**src/design/dtf_params.svh**
```systemverilog
// Purpose: Constants of the disk task-file register block.
// Assumes: A 50 MHz system clock.
// Notes: Offsets are the host I/O addresses of each register.
`ifndef DTF_PARAMS_SVH
`define DTF_PARAMS_SVH
// ----------------------------------------
// Register offsets
// ----------------------------------------
`define DTF_OFF_DATA 10'h1F0
`define DTF_OFF_ERR 10'h1F1
`define DTF_OFF_SCNT 10'h1F2
`define DTF_OFF_SNUM 10'h1F3
`define DTF_OFF_CYLL 10'h1F4
`define DTF_OFF_CYLH 10'h1F5
`define DTF_OFF_DH 10'h1F6
`define DTF_OFF_STAT 10'h1F7
`define DTF_OFF_ALT 10'h3F6
`define DTF_OFF_DADR 10'h3F7
`define DTF_BASE_CMD 7'h3E
`define DTF_BASE_CTL 7'h7E
// ----------------------------------------
// Field positions
// ----------------------------------------
`define DTF_ST_BUSY 7
`define DTF_ST_RDY 6
`define DTF_ST_WF 5
`define DTF_ST_DSC 4
`define DTF_ST_DRQ 3
`define DTF_ST_CORRECTED_DATA_FLAG 2
`define DTF_ST_IDX 1
`define DTF_ST_ERR 0
`define DTF_ER_ABORTED_COMMAND 2
`define DTF_ER_MASK 8'hD7
`define DTF_DC_SOFTWARE_RESET_BIT 2
`define DTF_DC_INTERRUPT_DISABLE_BIT 1
`define DTF_DH_LBA 6
`define DTF_DH_DEV 4
`define DTF_OE_WORD 16'hFFFF
`define DTF_OE_BYTE 16'h00FF
`define DTF_OE_DADR 16'h007F
// ----------------------------------------
// Reset values and command codes
// ----------------------------------------
`define DTF_DIAG_OK 8'h01
`define DTF_DH_RST 8'hA0
`define DTF_SC_RST 8'h01
`define DTF_SN_RST 8'h01
`define DTF_CMD_DIAG 8'h90
`define DTF_CMD_INIT 8'h91
// ----------------------------------------
// Timing
// ----------------------------------------
`define DTF_CLK_MHZ 50
`define DTF_BUSY_NS 400
`define DTF_BUSY_CYC ((`DTF_BUSY_NS * `DTF_CLK_MHZ) / 1000)
`endif

```
**src/design/dtf_pkg.sv**
```systemverilog
// Purpose: Types of the disk task-file register block.
// Assumes: Constants come from dtf_params.svh.
// Notes: Host pins travel as one struct through the synchroniser.
package dtf_pkg;

  typedef struct packed {
    logic cs1_n;
    logic cs3_n;
    logic [2:0] da;
    logic dior_n;
    logic diow_n;
    logic dev;
    logic [15:0] dd;
  } dtf_pins_t;

  typedef struct packed {
    logic ready;
    logic wfault;
    logic seek_done;
    logic corrected_data_flag;
    logic idx;
    logic wgate;
  } dtf_core_stat_t;

  typedef struct packed {
    logic diag;
    logic err;
    logic [7:0] code;
    logic [7:0] sc;
    logic [7:0] sn;
    logic [7:0] cl;
    logic [7:0] ch;
    logic [3:0] head;
  } dtf_core_res_t;

  typedef struct packed {
    logic [7:0] feat;
    logic [8:0] scnt;
    logic [7:0] snum;
    logic [15:0] cyl;
    logic lba;
    logic dev;
    logic [3:0] head;
  } dtf_task_file_t;

  typedef enum logic [3:0] {
    RS_NONE = 4'h0,
    RS_DATA = 4'h1,
    RS_ERR = 4'h2,
    RS_SCNT = 4'h3,
    RS_SNUM = 4'h4,
    RS_CYLL = 4'h5,
    RS_CYLH = 4'h6,
    RS_DH = 4'h7,
    RS_STAT = 4'h8,
    RS_ALT = 4'h9,
    RS_DADR = 4'hA
  } dtf_reg_sel_t;

endpackage : dtf_pkg

```
**src/design/dtf_task_file.sv**
```systemverilog
// Purpose: Task-file registers behind the parallel host port of a disk drive.
// Assumes: Host pins are asynchronous; the drive core runs on clk_sys_i.
// Notes: Strobes are sampled, so host cycles must span several clocks.
`timescale 1ns/1ps
`include "dtf_params.svh"

module dtf_task_file (
  // Clock and reset
  input wire logic clk_sys_i,
  input wire logic rst_i,
  // Host port pins
  input wire logic cs1_n_i,
  input wire logic cs3_n_i,
  input wire logic [2:0] da_i,
  input wire logic dior_n_i,
  input wire logic diow_n_i,
  input wire logic [15:0] dd_i,
  output logic [15:0] dd_o,
  output logic [15:0] dd_oe_o,
  output logic intrq_o,
  output logic intrq_oe_o,
  // Device number strap
  input wire logic dev_strap_i,
  // Drive core side
  input wire dtf_pkg::dtf_core_stat_t core_stat_i,
  input wire logic core_drq_i,
  input wire logic core_blk_i,
  input wire logic core_done_i,
  input wire dtf_pkg::dtf_core_res_t core_res_i,
  input wire logic [15:0] core_rdata_i,
  output logic cmd_start_o,
  output logic [7:0] cmd_code_o,
  output dtf_pkg::dtf_task_file_t task_file_o,
  output logic [3:0] heads_m1_o,
  output logic data_wr_o,
  output logic data_rd_o,
  output logic [15:0] data_wdata_o,
  output logic software_reset_bit_o
);

  localparam int BUSY_CYC = `DTF_BUSY_CYC;

  // ----------------------------------------
  // Helper functions
  // ----------------------------------------
  function automatic dtf_pkg::dtf_reg_sel_t reg_of(input logic cs1_n, input logic cs3_n,
                                                   input logic [2:0] da);
    logic [9:0] a;
    a = {(!cs1_n ? `DTF_BASE_CMD : `DTF_BASE_CTL), da};
    if (cs1_n == cs3_n) begin
      reg_of = dtf_pkg::RS_NONE;
    end else if (a == `DTF_OFF_DATA) begin
      reg_of = dtf_pkg::RS_DATA;
    end else if (a == `DTF_OFF_ERR) begin
      reg_of = dtf_pkg::RS_ERR;
    end else if (a == `DTF_OFF_SCNT) begin
      reg_of = dtf_pkg::RS_SCNT;
    end else if (a == `DTF_OFF_SNUM) begin
      reg_of = dtf_pkg::RS_SNUM;
    end else if (a == `DTF_OFF_CYLL) begin
      reg_of = dtf_pkg::RS_CYLL;
    end else if (a == `DTF_OFF_CYLH) begin
      reg_of = dtf_pkg::RS_CYLH;
    end else if (a == `DTF_OFF_DH) begin
      reg_of = dtf_pkg::RS_DH;
    end else if (a == `DTF_OFF_STAT) begin
      reg_of = dtf_pkg::RS_STAT;
    end else if (a == `DTF_OFF_ALT) begin
      reg_of = dtf_pkg::RS_ALT;
    end else if (a == `DTF_OFF_DADR) begin
      reg_of = dtf_pkg::RS_DADR;
    end else begin
      reg_of = dtf_pkg::RS_NONE;
    end
  endfunction : reg_of

  function automatic logic in_cmd_blk(input dtf_pkg::dtf_reg_sel_t s);
    in_cmd_blk = (s != dtf_pkg::RS_NONE) && (s < dtf_pkg::RS_ALT);
  endfunction : in_cmd_blk

  // Codes the drive accepts; anything else is aborted.
  function automatic logic cmd_known(input logic [7:0] c);
    casez (c)
      8'h1?, 8'h7?, 8'h20, 8'h21, 8'h22, 8'h23, 8'h30, 8'h31, 8'h32, 8'h33,
      8'h40, 8'h41, 8'h50, 8'h90, 8'h91, 8'h92, 8'h94, 8'h95, 8'h96, 8'h97,
      8'h98, 8'h99, 8'hB0, 8'hC4, 8'hC5, 8'hC6, 8'hC8, 8'hC9, 8'hCA, 8'hCB,
      8'hE0, 8'hE1, 8'hE2, 8'hE3, 8'hE4, 8'hE5, 8'hE6, 8'hE7, 8'hE8, 8'hEC,
      8'hEF, 8'hF8, 8'hF9: cmd_known = 1'b1;
      default: cmd_known = 1'b0;
    endcase
  endfunction : cmd_known

  // ----------------------------------------
  // Pin synchroniser
  // ----------------------------------------
  dtf_pkg::dtf_pins_t pin_s1_r;
  dtf_pkg::dtf_pins_t pin_s2_r;
  dtf_pkg::dtf_pins_t pin_s3_r;

  always_ff @(posedge clk_sys_i) begin
    if (rst_i) begin
      pin_s1_r <= dtf_pkg::dtf_pins_t'('1);
      pin_s2_r <= dtf_pkg::dtf_pins_t'('1);
      pin_s3_r <= dtf_pkg::dtf_pins_t'('1);
    end else begin
      pin_s1_r <= {cs1_n_i, cs3_n_i, da_i, dior_n_i, diow_n_i, dev_strap_i, dd_i};
      pin_s2_r <= pin_s1_r;
      pin_s3_r <= pin_s2_r;
    end
  end

  // ----------------------------------------
  // Task file state
  // ----------------------------------------
  logic [7:0] feat_r, feat_nxt;
  logic [7:0] sc_r, sc_nxt;
  logic [7:0] sn_r, sn_nxt;
  logic [7:0] cl_r, cl_nxt;
  logic [7:0] ch_r, ch_nxt;
  logic [7:0] dh_r, dh_nxt;
  logic [7:0] err_reg_r, err_reg_nxt;
  logic software_reset_bit_r, software_reset_bit_nxt;
  logic interrupt_disable_bit_r, interrupt_disable_bit_nxt;
  logic busy_r, busy_nxt;
  logic drq_r, drq_nxt;
  logic errb_r, errb_nxt;
  logic int_r, int_nxt;
  logic hold_r, hold_nxt;
  logic [2:0] held_r, held_nxt;
  logic [3:0] heads_r, heads_nxt;
  logic cmd_r, cmd_nxt;
  logic [7:0] code_r, code_nxt;
  logic dwr_r, dwr_nxt;
  logic drd_r, drd_nxt;
  logic [15:0] wdata_r, wdata_nxt;
  logic [15:0] dd_r, dd_nxt;
  logic [15:0] oe_r, oe_nxt;
  logic irq_r, irq_nxt;
  logic irq_oe_r, irq_oe_nxt;
  dtf_pkg::dtf_task_file_t tf_r, tf_nxt;

  dtf_pkg::dtf_reg_sel_t sel_now;
  dtf_pkg::dtf_reg_sel_t sel_end;
  logic [7:0] stat;
  logic [2:0] live3;
  logic selected;
  logic rd_act;
  logic rd_start;
  logic rd_end;
  logic wr_end;
  logic stat_ack;
  logic [7:0] wbyte;
  logic cmd_ok;
  logic [15:0] rdval;
  logic [15:0] rdoe;

  always_comb begin
    sel_now = reg_of(pin_s2_r.cs1_n, pin_s2_r.cs3_n, pin_s2_r.da);
    sel_end = reg_of(pin_s3_r.cs1_n, pin_s3_r.cs3_n, pin_s3_r.da);
    selected = (dh_r[`DTF_DH_DEV] == pin_s2_r.dev);
    rd_act = !pin_s2_r.dior_n;
    rd_start = !pin_s2_r.dior_n && pin_s3_r.dior_n;
    rd_end = pin_s2_r.dior_n && !pin_s3_r.dior_n;
    wr_end = pin_s2_r.diow_n && !pin_s3_r.diow_n;
    wbyte = pin_s3_r.dd[7:0];
    stat_ack = rd_start && selected && (sel_now == dtf_pkg::RS_STAT);
    live3 = {core_stat_i.ready, core_stat_i.wfault, core_stat_i.seek_done};
    // Status view; frozen flags after an error.
    stat = 8'h00;
    stat[`DTF_ST_BUSY] = busy_r;
    stat[`DTF_ST_RDY] = hold_r ? held_r[2] : live3[2];
    stat[`DTF_ST_WF] = hold_r ? held_r[1] : live3[1];
    stat[`DTF_ST_DSC] = hold_r ? held_r[0] : live3[0];
    stat[`DTF_ST_DRQ] = drq_r;
    stat[`DTF_ST_CORRECTED_DATA_FLAG] = core_stat_i.corrected_data_flag;
    stat[`DTF_ST_IDX] = core_stat_i.idx;
    stat[`DTF_ST_ERR] = errb_r;
    cmd_ok = (cmd_known(wbyte) && live3[2] && !live3[1]) || (wbyte == `DTF_CMD_DIAG);

    // Read multiplexer.
    rdval = 16'h0000;
    rdoe = `DTF_OE_BYTE;
    if (busy_r && in_cmd_blk(sel_now)) begin
      rdval = {8'h00, stat};
    end else if (sel_now == dtf_pkg::RS_DATA) begin
      rdval = core_rdata_i;
      rdoe = `DTF_OE_WORD;
    end else if (sel_now == dtf_pkg::RS_ERR) begin
      rdval = {8'h00, err_reg_r};
    end else if (sel_now == dtf_pkg::RS_SCNT) begin
      rdval = {8'h00, sc_r};
    end else if (sel_now == dtf_pkg::RS_SNUM) begin
      rdval = {8'h00, sn_r};
    end else if (sel_now == dtf_pkg::RS_CYLL) begin
      rdval = {8'h00, cl_r};
    end else if (sel_now == dtf_pkg::RS_CYLH) begin
      rdval = {8'h00, ch_r};
    end else if (sel_now == dtf_pkg::RS_DH) begin
      rdval = {8'h00, dh_r};
    end else if (sel_now == dtf_pkg::RS_STAT || sel_now == dtf_pkg::RS_ALT) begin
      rdval = {8'h00, stat};
    end else if (sel_now == dtf_pkg::RS_DADR) begin
      rdval = {9'h000, !core_stat_i.wgate, ~dh_r[3:0],
               !(selected && pin_s2_r.dev), !(selected && !pin_s2_r.dev)};
      rdoe = `DTF_OE_DADR;
    end else begin
      rdoe = 16'h0000;
    end
    dd_nxt = 16'h0000;
    oe_nxt = 16'h0000;
    if (rd_act && selected) begin
      dd_nxt = rdval;
      oe_nxt = rdoe;
    end

    // Defaults.
    feat_nxt = feat_r;
    sc_nxt = sc_r;
    sn_nxt = sn_r;
    cl_nxt = cl_r;
    ch_nxt = ch_r;
    dh_nxt = dh_r;
    err_reg_nxt = err_reg_r;
    software_reset_bit_nxt = software_reset_bit_r;
    interrupt_disable_bit_nxt = interrupt_disable_bit_r;
    busy_nxt = busy_r;
    drq_nxt = drq_r;
    errb_nxt = errb_r;
    int_nxt = int_r;
    hold_nxt = hold_r;
    held_nxt = held_r;
    heads_nxt = heads_r;
    cmd_nxt = 1'b0;
    code_nxt = code_r;
    dwr_nxt = 1'b0;
    drd_nxt = rd_end && selected && (sel_end == dtf_pkg::RS_DATA) && !busy_r;
    wdata_nxt = wdata_r;

    // Acknowledge first, so a same-cycle event below wins.
    if (stat_ack) begin
      int_nxt = 1'b0;
      hold_nxt = 1'b0;
    end

    // Host writes.
    if (wr_end) begin
      if (sel_end == dtf_pkg::RS_ALT) begin
        software_reset_bit_nxt = pin_s3_r.dd[`DTF_DC_SOFTWARE_RESET_BIT];
        interrupt_disable_bit_nxt = pin_s3_r.dd[`DTF_DC_INTERRUPT_DISABLE_BIT];
      end else if (sel_end == dtf_pkg::RS_DATA && selected) begin
        dwr_nxt = 1'b1;
        wdata_nxt = pin_s3_r.dd;
      end else if (in_cmd_blk(sel_end) && !busy_r) begin
        if (sel_end == dtf_pkg::RS_ERR) begin
          feat_nxt = wbyte;
        end else if (sel_end == dtf_pkg::RS_SCNT) begin
          sc_nxt = wbyte;
        end else if (sel_end == dtf_pkg::RS_SNUM) begin
          sn_nxt = wbyte;
        end else if (sel_end == dtf_pkg::RS_CYLL) begin
          cl_nxt = wbyte;
        end else if (sel_end == dtf_pkg::RS_CYLH) begin
          ch_nxt = wbyte;
        end else if (sel_end == dtf_pkg::RS_DH) begin
          dh_nxt = wbyte;
        end else if (sel_end == dtf_pkg::RS_STAT && (selected || wbyte == `DTF_CMD_DIAG)) begin
          if (cmd_ok) begin
            cmd_nxt = 1'b1;
            code_nxt = wbyte;
            busy_nxt = 1'b1;
            drq_nxt = 1'b0;
            errb_nxt = 1'b0;
            if (wbyte == `DTF_CMD_INIT) begin
              heads_nxt = dh_r[3:0];
            end
          end else begin
            errb_nxt = 1'b1;
            err_reg_nxt = 8'h00;
            err_reg_nxt[`DTF_ER_ABORTED_COMMAND] = 1'b1;
            int_nxt = 1'b1;
            hold_nxt = 1'b1;
            held_nxt = (hold_r && !stat_ack) ? held_r : live3;
          end
        end
      end
    end

    // Drive core events.
    if (core_blk_i) begin
      drq_nxt = 1'b0;
      busy_nxt = 1'b1;
    end
    if (core_drq_i) begin
      drq_nxt = 1'b1;
      busy_nxt = 1'b0;
      int_nxt = 1'b1;
    end
    if (core_done_i) begin
      busy_nxt = 1'b0;
      drq_nxt = 1'b0;
      int_nxt = 1'b1;
      errb_nxt = core_res_i.err;
      err_reg_nxt = core_res_i.diag ? core_res_i.code : (core_res_i.code & `DTF_ER_MASK);
      sc_nxt = core_res_i.sc;
      sn_nxt = core_res_i.sn;
      cl_nxt = core_res_i.cl;
      ch_nxt = core_res_i.ch;
      dh_nxt[3:0] = core_res_i.head;
      if (core_res_i.err) begin
        hold_nxt = 1'b1;
        held_nxt = (hold_r && !stat_ack) ? held_r : live3;
      end
    end

    // Software reset overrides the task-file registers, status, interrupt and the command and write strobes while the bit stays set.
    if (software_reset_bit_r) begin
      feat_nxt = 8'h00;
      sc_nxt = `DTF_SC_RST;
      sn_nxt = `DTF_SN_RST;
      cl_nxt = 8'h00;
      ch_nxt = 8'h00;
      dh_nxt = `DTF_DH_RST;
      err_reg_nxt = `DTF_DIAG_OK;
      busy_nxt = 1'b1;
      drq_nxt = 1'b0;
      errb_nxt = 1'b0;
      int_nxt = 1'b0;
      hold_nxt = 1'b0;
      cmd_nxt = 1'b0;
      dwr_nxt = 1'b0;
    end

    irq_nxt = int_r && !interrupt_disable_bit_r;
    irq_oe_nxt = !interrupt_disable_bit_r && selected;
    tf_nxt.feat = feat_r;
    tf_nxt.scnt = (sc_r == 8'h00) ? 9'h100 : {1'b0, sc_r};
    tf_nxt.snum = sn_r;
    tf_nxt.cyl = {ch_r, cl_r};
    tf_nxt.lba = dh_r[`DTF_DH_LBA];
    tf_nxt.dev = dh_r[`DTF_DH_DEV];
    tf_nxt.head = dh_r[3:0];
  end

  always_ff @(posedge clk_sys_i) begin
    if (rst_i) begin
      feat_r <= 8'h00;
      sc_r <= `DTF_SC_RST;
      sn_r <= `DTF_SN_RST;
      cl_r <= 8'h00;
      ch_r <= 8'h00;
      dh_r <= `DTF_DH_RST;
      err_reg_r <= `DTF_DIAG_OK;
      software_reset_bit_r <= 1'b0;
      interrupt_disable_bit_r <= 1'b0;
      busy_r <= 1'b1;
      drq_r <= 1'b0;
      errb_r <= 1'b0;
      int_r <= 1'b0;
      hold_r <= 1'b0;
      held_r <= 3'h0;
      heads_r <= 4'h0;
      cmd_r <= 1'b0;
      code_r <= 8'h00;
      dwr_r <= 1'b0;
      drd_r <= 1'b0;
      wdata_r <= 16'h0000;
      dd_r <= 16'h0000;
      oe_r <= 16'h0000;
      irq_r <= 1'b0;
      irq_oe_r <= 1'b0;
      tf_r <= '0;
    end else begin
      feat_r <= feat_nxt;
      sc_r <= sc_nxt;
      sn_r <= sn_nxt;
      cl_r <= cl_nxt;
      ch_r <= ch_nxt;
      dh_r <= dh_nxt;
      err_reg_r <= err_reg_nxt;
      software_reset_bit_r <= software_reset_bit_nxt;
      interrupt_disable_bit_r <= interrupt_disable_bit_nxt;
      busy_r <= busy_nxt;
      drq_r <= drq_nxt;
      errb_r <= errb_nxt;
      int_r <= int_nxt;
      hold_r <= hold_nxt;
      held_r <= held_nxt;
      heads_r <= heads_nxt;
      cmd_r <= cmd_nxt;
      code_r <= code_nxt;
      dwr_r <= dwr_nxt;
      drd_r <= drd_nxt;
      wdata_r <= wdata_nxt;
      dd_r <= dd_nxt;
      oe_r <= oe_nxt;
      irq_r <= irq_nxt;
      irq_oe_r <= irq_oe_nxt;
      tf_r <= tf_nxt;
    end
  end

  assign dd_o = dd_r;
  assign dd_oe_o = oe_r;
  assign intrq_o = irq_r;
  assign intrq_oe_o = irq_oe_r;
  assign cmd_start_o = cmd_r;
  assign cmd_code_o = code_r;
  assign task_file_o = tf_r;
  assign heads_m1_o = heads_r;
  assign data_wr_o = dwr_r;
  assign data_rd_o = drd_r;
  assign data_wdata_o = wdata_r;
  assign software_reset_bit_o = software_reset_bit_r;
endmodule : dtf_task_file

```
**config.mk**
```make
export PLATFORM = sky130hd
export DESIGN_NAME = dtf_task_file
export DESIGN_NICKNAME = d
export VERILOG_FILES = /design/src/design/dtf_pkg.sv /design/src/design/dtf_task_file.sv
export VERILOG_INCLUDE_DIRS = /design/src /design/src/design
export SDC_FILE = /design/constraint.sdc
export NUM_CORES = 1
export LEC_CHECK = 0
export ABC_CLOCK_PERIOD_IN_PS = 2700
export BUFFER_PORTS_ARGS = -buffer_cell sky130_fd_sc_hd__clkbuf_2
export CAP_MARGIN = 20
export CORE_UTILIZATION = 40
export CTS_BUF_LIST = sky130_fd_sc_hd__clkbuf_8
export DETAILED_ROUTE_END_ITERATION = 8
export GPL_TIMING_DRIVEN = 0
export PLACE_DENSITY = 0.67
export SKIP_LAST_GASP = 1
export SYNTH_ARGS = -nofsm -noshare
export SYNTH_HDL_FRONTEND = slang
export SYNTH_SLANG_ARGS = --single-unit
```
**constraint.sdc**
```tcl
create_clock -name clk_sys_i -period 2.7 [get_ports clk_sys_i]
set_clock_uncertainty 0.1 [all_clocks]
set_input_delay 0.27 -clock clk_sys_i [delete_from_list [all_inputs] [get_ports clk_sys_i]]
set_output_delay 0.27 -clock clk_sys_i [all_outputs]
set_load 0.05 [all_outputs]
```
==> out/qor.yml <==
cells_and_area:
  final_common_cell: "dfxtp_1"
  layout_common_cells: "dfxtp_1 (236), clkbuf_2 (212), nor2_1 (103)"
  layout-drive-gt1-share_pct: 30.3
  final_core_util_pct: 55.3
  area.growth.synth_to_final_pct: 34.5
  nets: 1360
  filler_cell_count: 2019
  design_area_um2: 12200
  diodes: 0
worst_setup_path:
  arrival_ns: 2.92
  critPathKind: "reg2reg"
  cp_cell_sequence: "buf_2, nor4b_1, o21ai_0, o211ai_1, o311ai_2, o31ai_1, a21oi_1"
  slowest_stage: "o311ai_2"
  slowest_delay_ns: 0.72
  path_max_fanout: 10
  start_kind: "flop"
  crit_path_end_kind: "flop"
  required_ns: 3.06
  reg2regPathDepth: 7
yosys:
  synthCells: 923
  synth_cell_type_count: 64
  ys_async_sr_fraction_pct: 0
  synth_edf_count: 0
  syn_area_um2: 9060
  syn_nets: 1022
  synth_flop_cell: "dfxtp_1"
  ys_seq_elements: 236
  yosysWarnings: 0
  synth_area_per_cell_um2: 9.81
  seq_area_frac_synth_pct: 52.2
run:
  max-cap-violations: 0
place:
  place_ws_ns: -0.172
  dpl_cell_area_um2: 10500
  io_buffers: 209
  hpwl_um: 19900
  place.gp.congestion: 0.889
clock_tree:
  cts_made_buffers: 38
  clk_pin_slew_ns: 0.06
  clock_latency_ns: 0.54
  cts_buffer_depth: 3
  root_buffer: "clkbuf_8"
  cts_max_level: 2
  cts_tree: "built"
  clock_sinks: 236
floorplan:
  die_area_um2: 23200
  rows: 54
  die_w_um: 152
  io_pins: 210
  coreArea_um2: 22000
  die_y_um: 152
  start_util_pct: 41.1
hold_path:
  hold_class: "in2reg"
  hold_path_depth: 3
route:
  wirelength_um: 28400
  ant_nets: 0
  drt_pass1_iterations: 9
  num_vias: 7948
  drc: 17
  via_per_inst: 5.07
  wl_per_cell_um: 18.1
  drtIter0Drc: 605
timing:
  finalSetupViolations: 0
  timing.final.ws_setup_ns: 0.142
  hold_ws_ns: 0.0212
  fmax_ghz: 0.391
  finalMaxSlewViolations: 0
  grt_setup_unrepaired: "false"
  finalHoldViolCount: 0
  finalCritPeriodShare_pct: 94.8
  worstMarginPinSlew_ns: 0.825
  slew_headroom_pct: 44.8
  period_minus_slack_ns: 2.56
global_route:
  first_global_vias: 7908
  grt_usage_pct: 24.2
  grt_pass1_wl_um: 43400
  grt_max_degree: 11
  grt_overflow: 0
  antenna_found_initial: 0
pwr:
  power.leakage_nw: 5.38
  power.density_nw_per_um2: 611
  finalPower_mw: 7.45
  peakVddDrop_uv: 391
run_status:
  violations: "design-rule violations"
  status: "finished, violations left"
worst max-delay path, delay by kind of cell (launching register included):
family / cells / cell delay (ns)
AND/OR/NAND/NOR: 1 / 0.09
flip-flops: 1 / 0.42
AO/OA/AOI/OAI: 5 / 1.48
buffers and inverters: 1 / 0.39
sequential cells by signal, summed over array words and instances, names as in the netlist, 8 cells and up:
name	cells
data_wdata_o	16
dd_o	16
sn_r	8
sc_r	8
feat_r	8
ch_r	8
cmd_code_o	8
cl_r	8
pin_s1_r	24
dh_r	8
pin_s2_r	24
task_file_o	47
pin_s3_r	23
err_reg_r	8
layer usage:
metal,part of all wire (%),global-route usage (%)
met5,0,0
met2,47,41.1
met4,3.5,9.62
met3,7.2,5.57
met1,43,29.7
power breakdown:
part           leakage (nW)  total [mW]  switching, mW  internal, mW
Combinational          3.00       0.712          0.407         0.305
Clock                 0.446        3.04           1.41          1.63
Sequential             1.93        3.69         0.0870          3.61
timing repair:
item / CTS / global route
hold buffers: 89 / 0
hold endpoints to repair: 87 / 0
resized for setup: 2 / 16
setup buffers: 1 / 0
pin swaps: 1 / 1
setup endpoints to repair: 20 / 22
path summary, 6_finish.rpt:
kind | from | end | slack, ns
max | pin_s3_r[4] | heads_m1_o[3] | 0.14
min | rst_i | dd_o[7] | 0.02
max reg2reg | pin_s3_r[4] | heads_m1_o[3] | 0.14
min reg2reg | pin_s1_r[18] | pin_s2_r[18] | 0.29
layout make-up:
| cell class | count | area (um^2) | share of cell area, % |
|---|---|---|---|
| tap | 280 | 350 | 2.88 |
| buffer | 79 | 360 | 2.96 |
| clock buffer | 49 | 674 | 5.54 |
| inverter | 12 | 45.0 | 0.370 |
| timing repair buffer | 299 | 1940 | 16.0 |
| sequential | 236 | 4720 | 38.8 |
| clock inverter | 19 | 86.3 | 0.709 |
| multi-input combinational | 595 | 4000 | 32.8 |
Yosys cell counts (12+ instances only):
cell,instances,share of area [%]
a211oi_1,36,3.0
a21oi_1,33,1.8
buf_4,14,1.2
clkbuf_1,54,2.2
dfxtp_1,236,52
inv_1,12,0.50
mux2i_1,73,8.1
nand2_1,29,1.2
nand2b_1,23,1.6
nor2_1,104,4.3
nor2b_1,53,3.7
o21ai_0,16,0.88
or2_2,75,5.2
metrics by stage:
| stage | setup TNS, ns | instances |
|---|---|---|
| after global placement | -2.03 | 1412 |
| after global routing | 0 | 1569 |
| after CTS | 0 | 1569 |
| after detailed placement | -2.48 | 1412 |
| final | 0 | 1569 |
| after floorplan | 0 | 923 |
logic make-up (layout without fill, tap and decap cells):
family,count (synthesis),count (layout),synth area share [%]
adders and majority gates,2,2,0.276
AOI/OAI and AO/OA,158,158,12.7
DFF,236,236,52.2
xor gates and xnor gates,1,1,0.0967
muxes,81,81,9.06
buffers and inverters,92,458,4.48
and+or+nand+nor,353,353,21.2
Note: power is estimated with default switching activity, not from simulation.
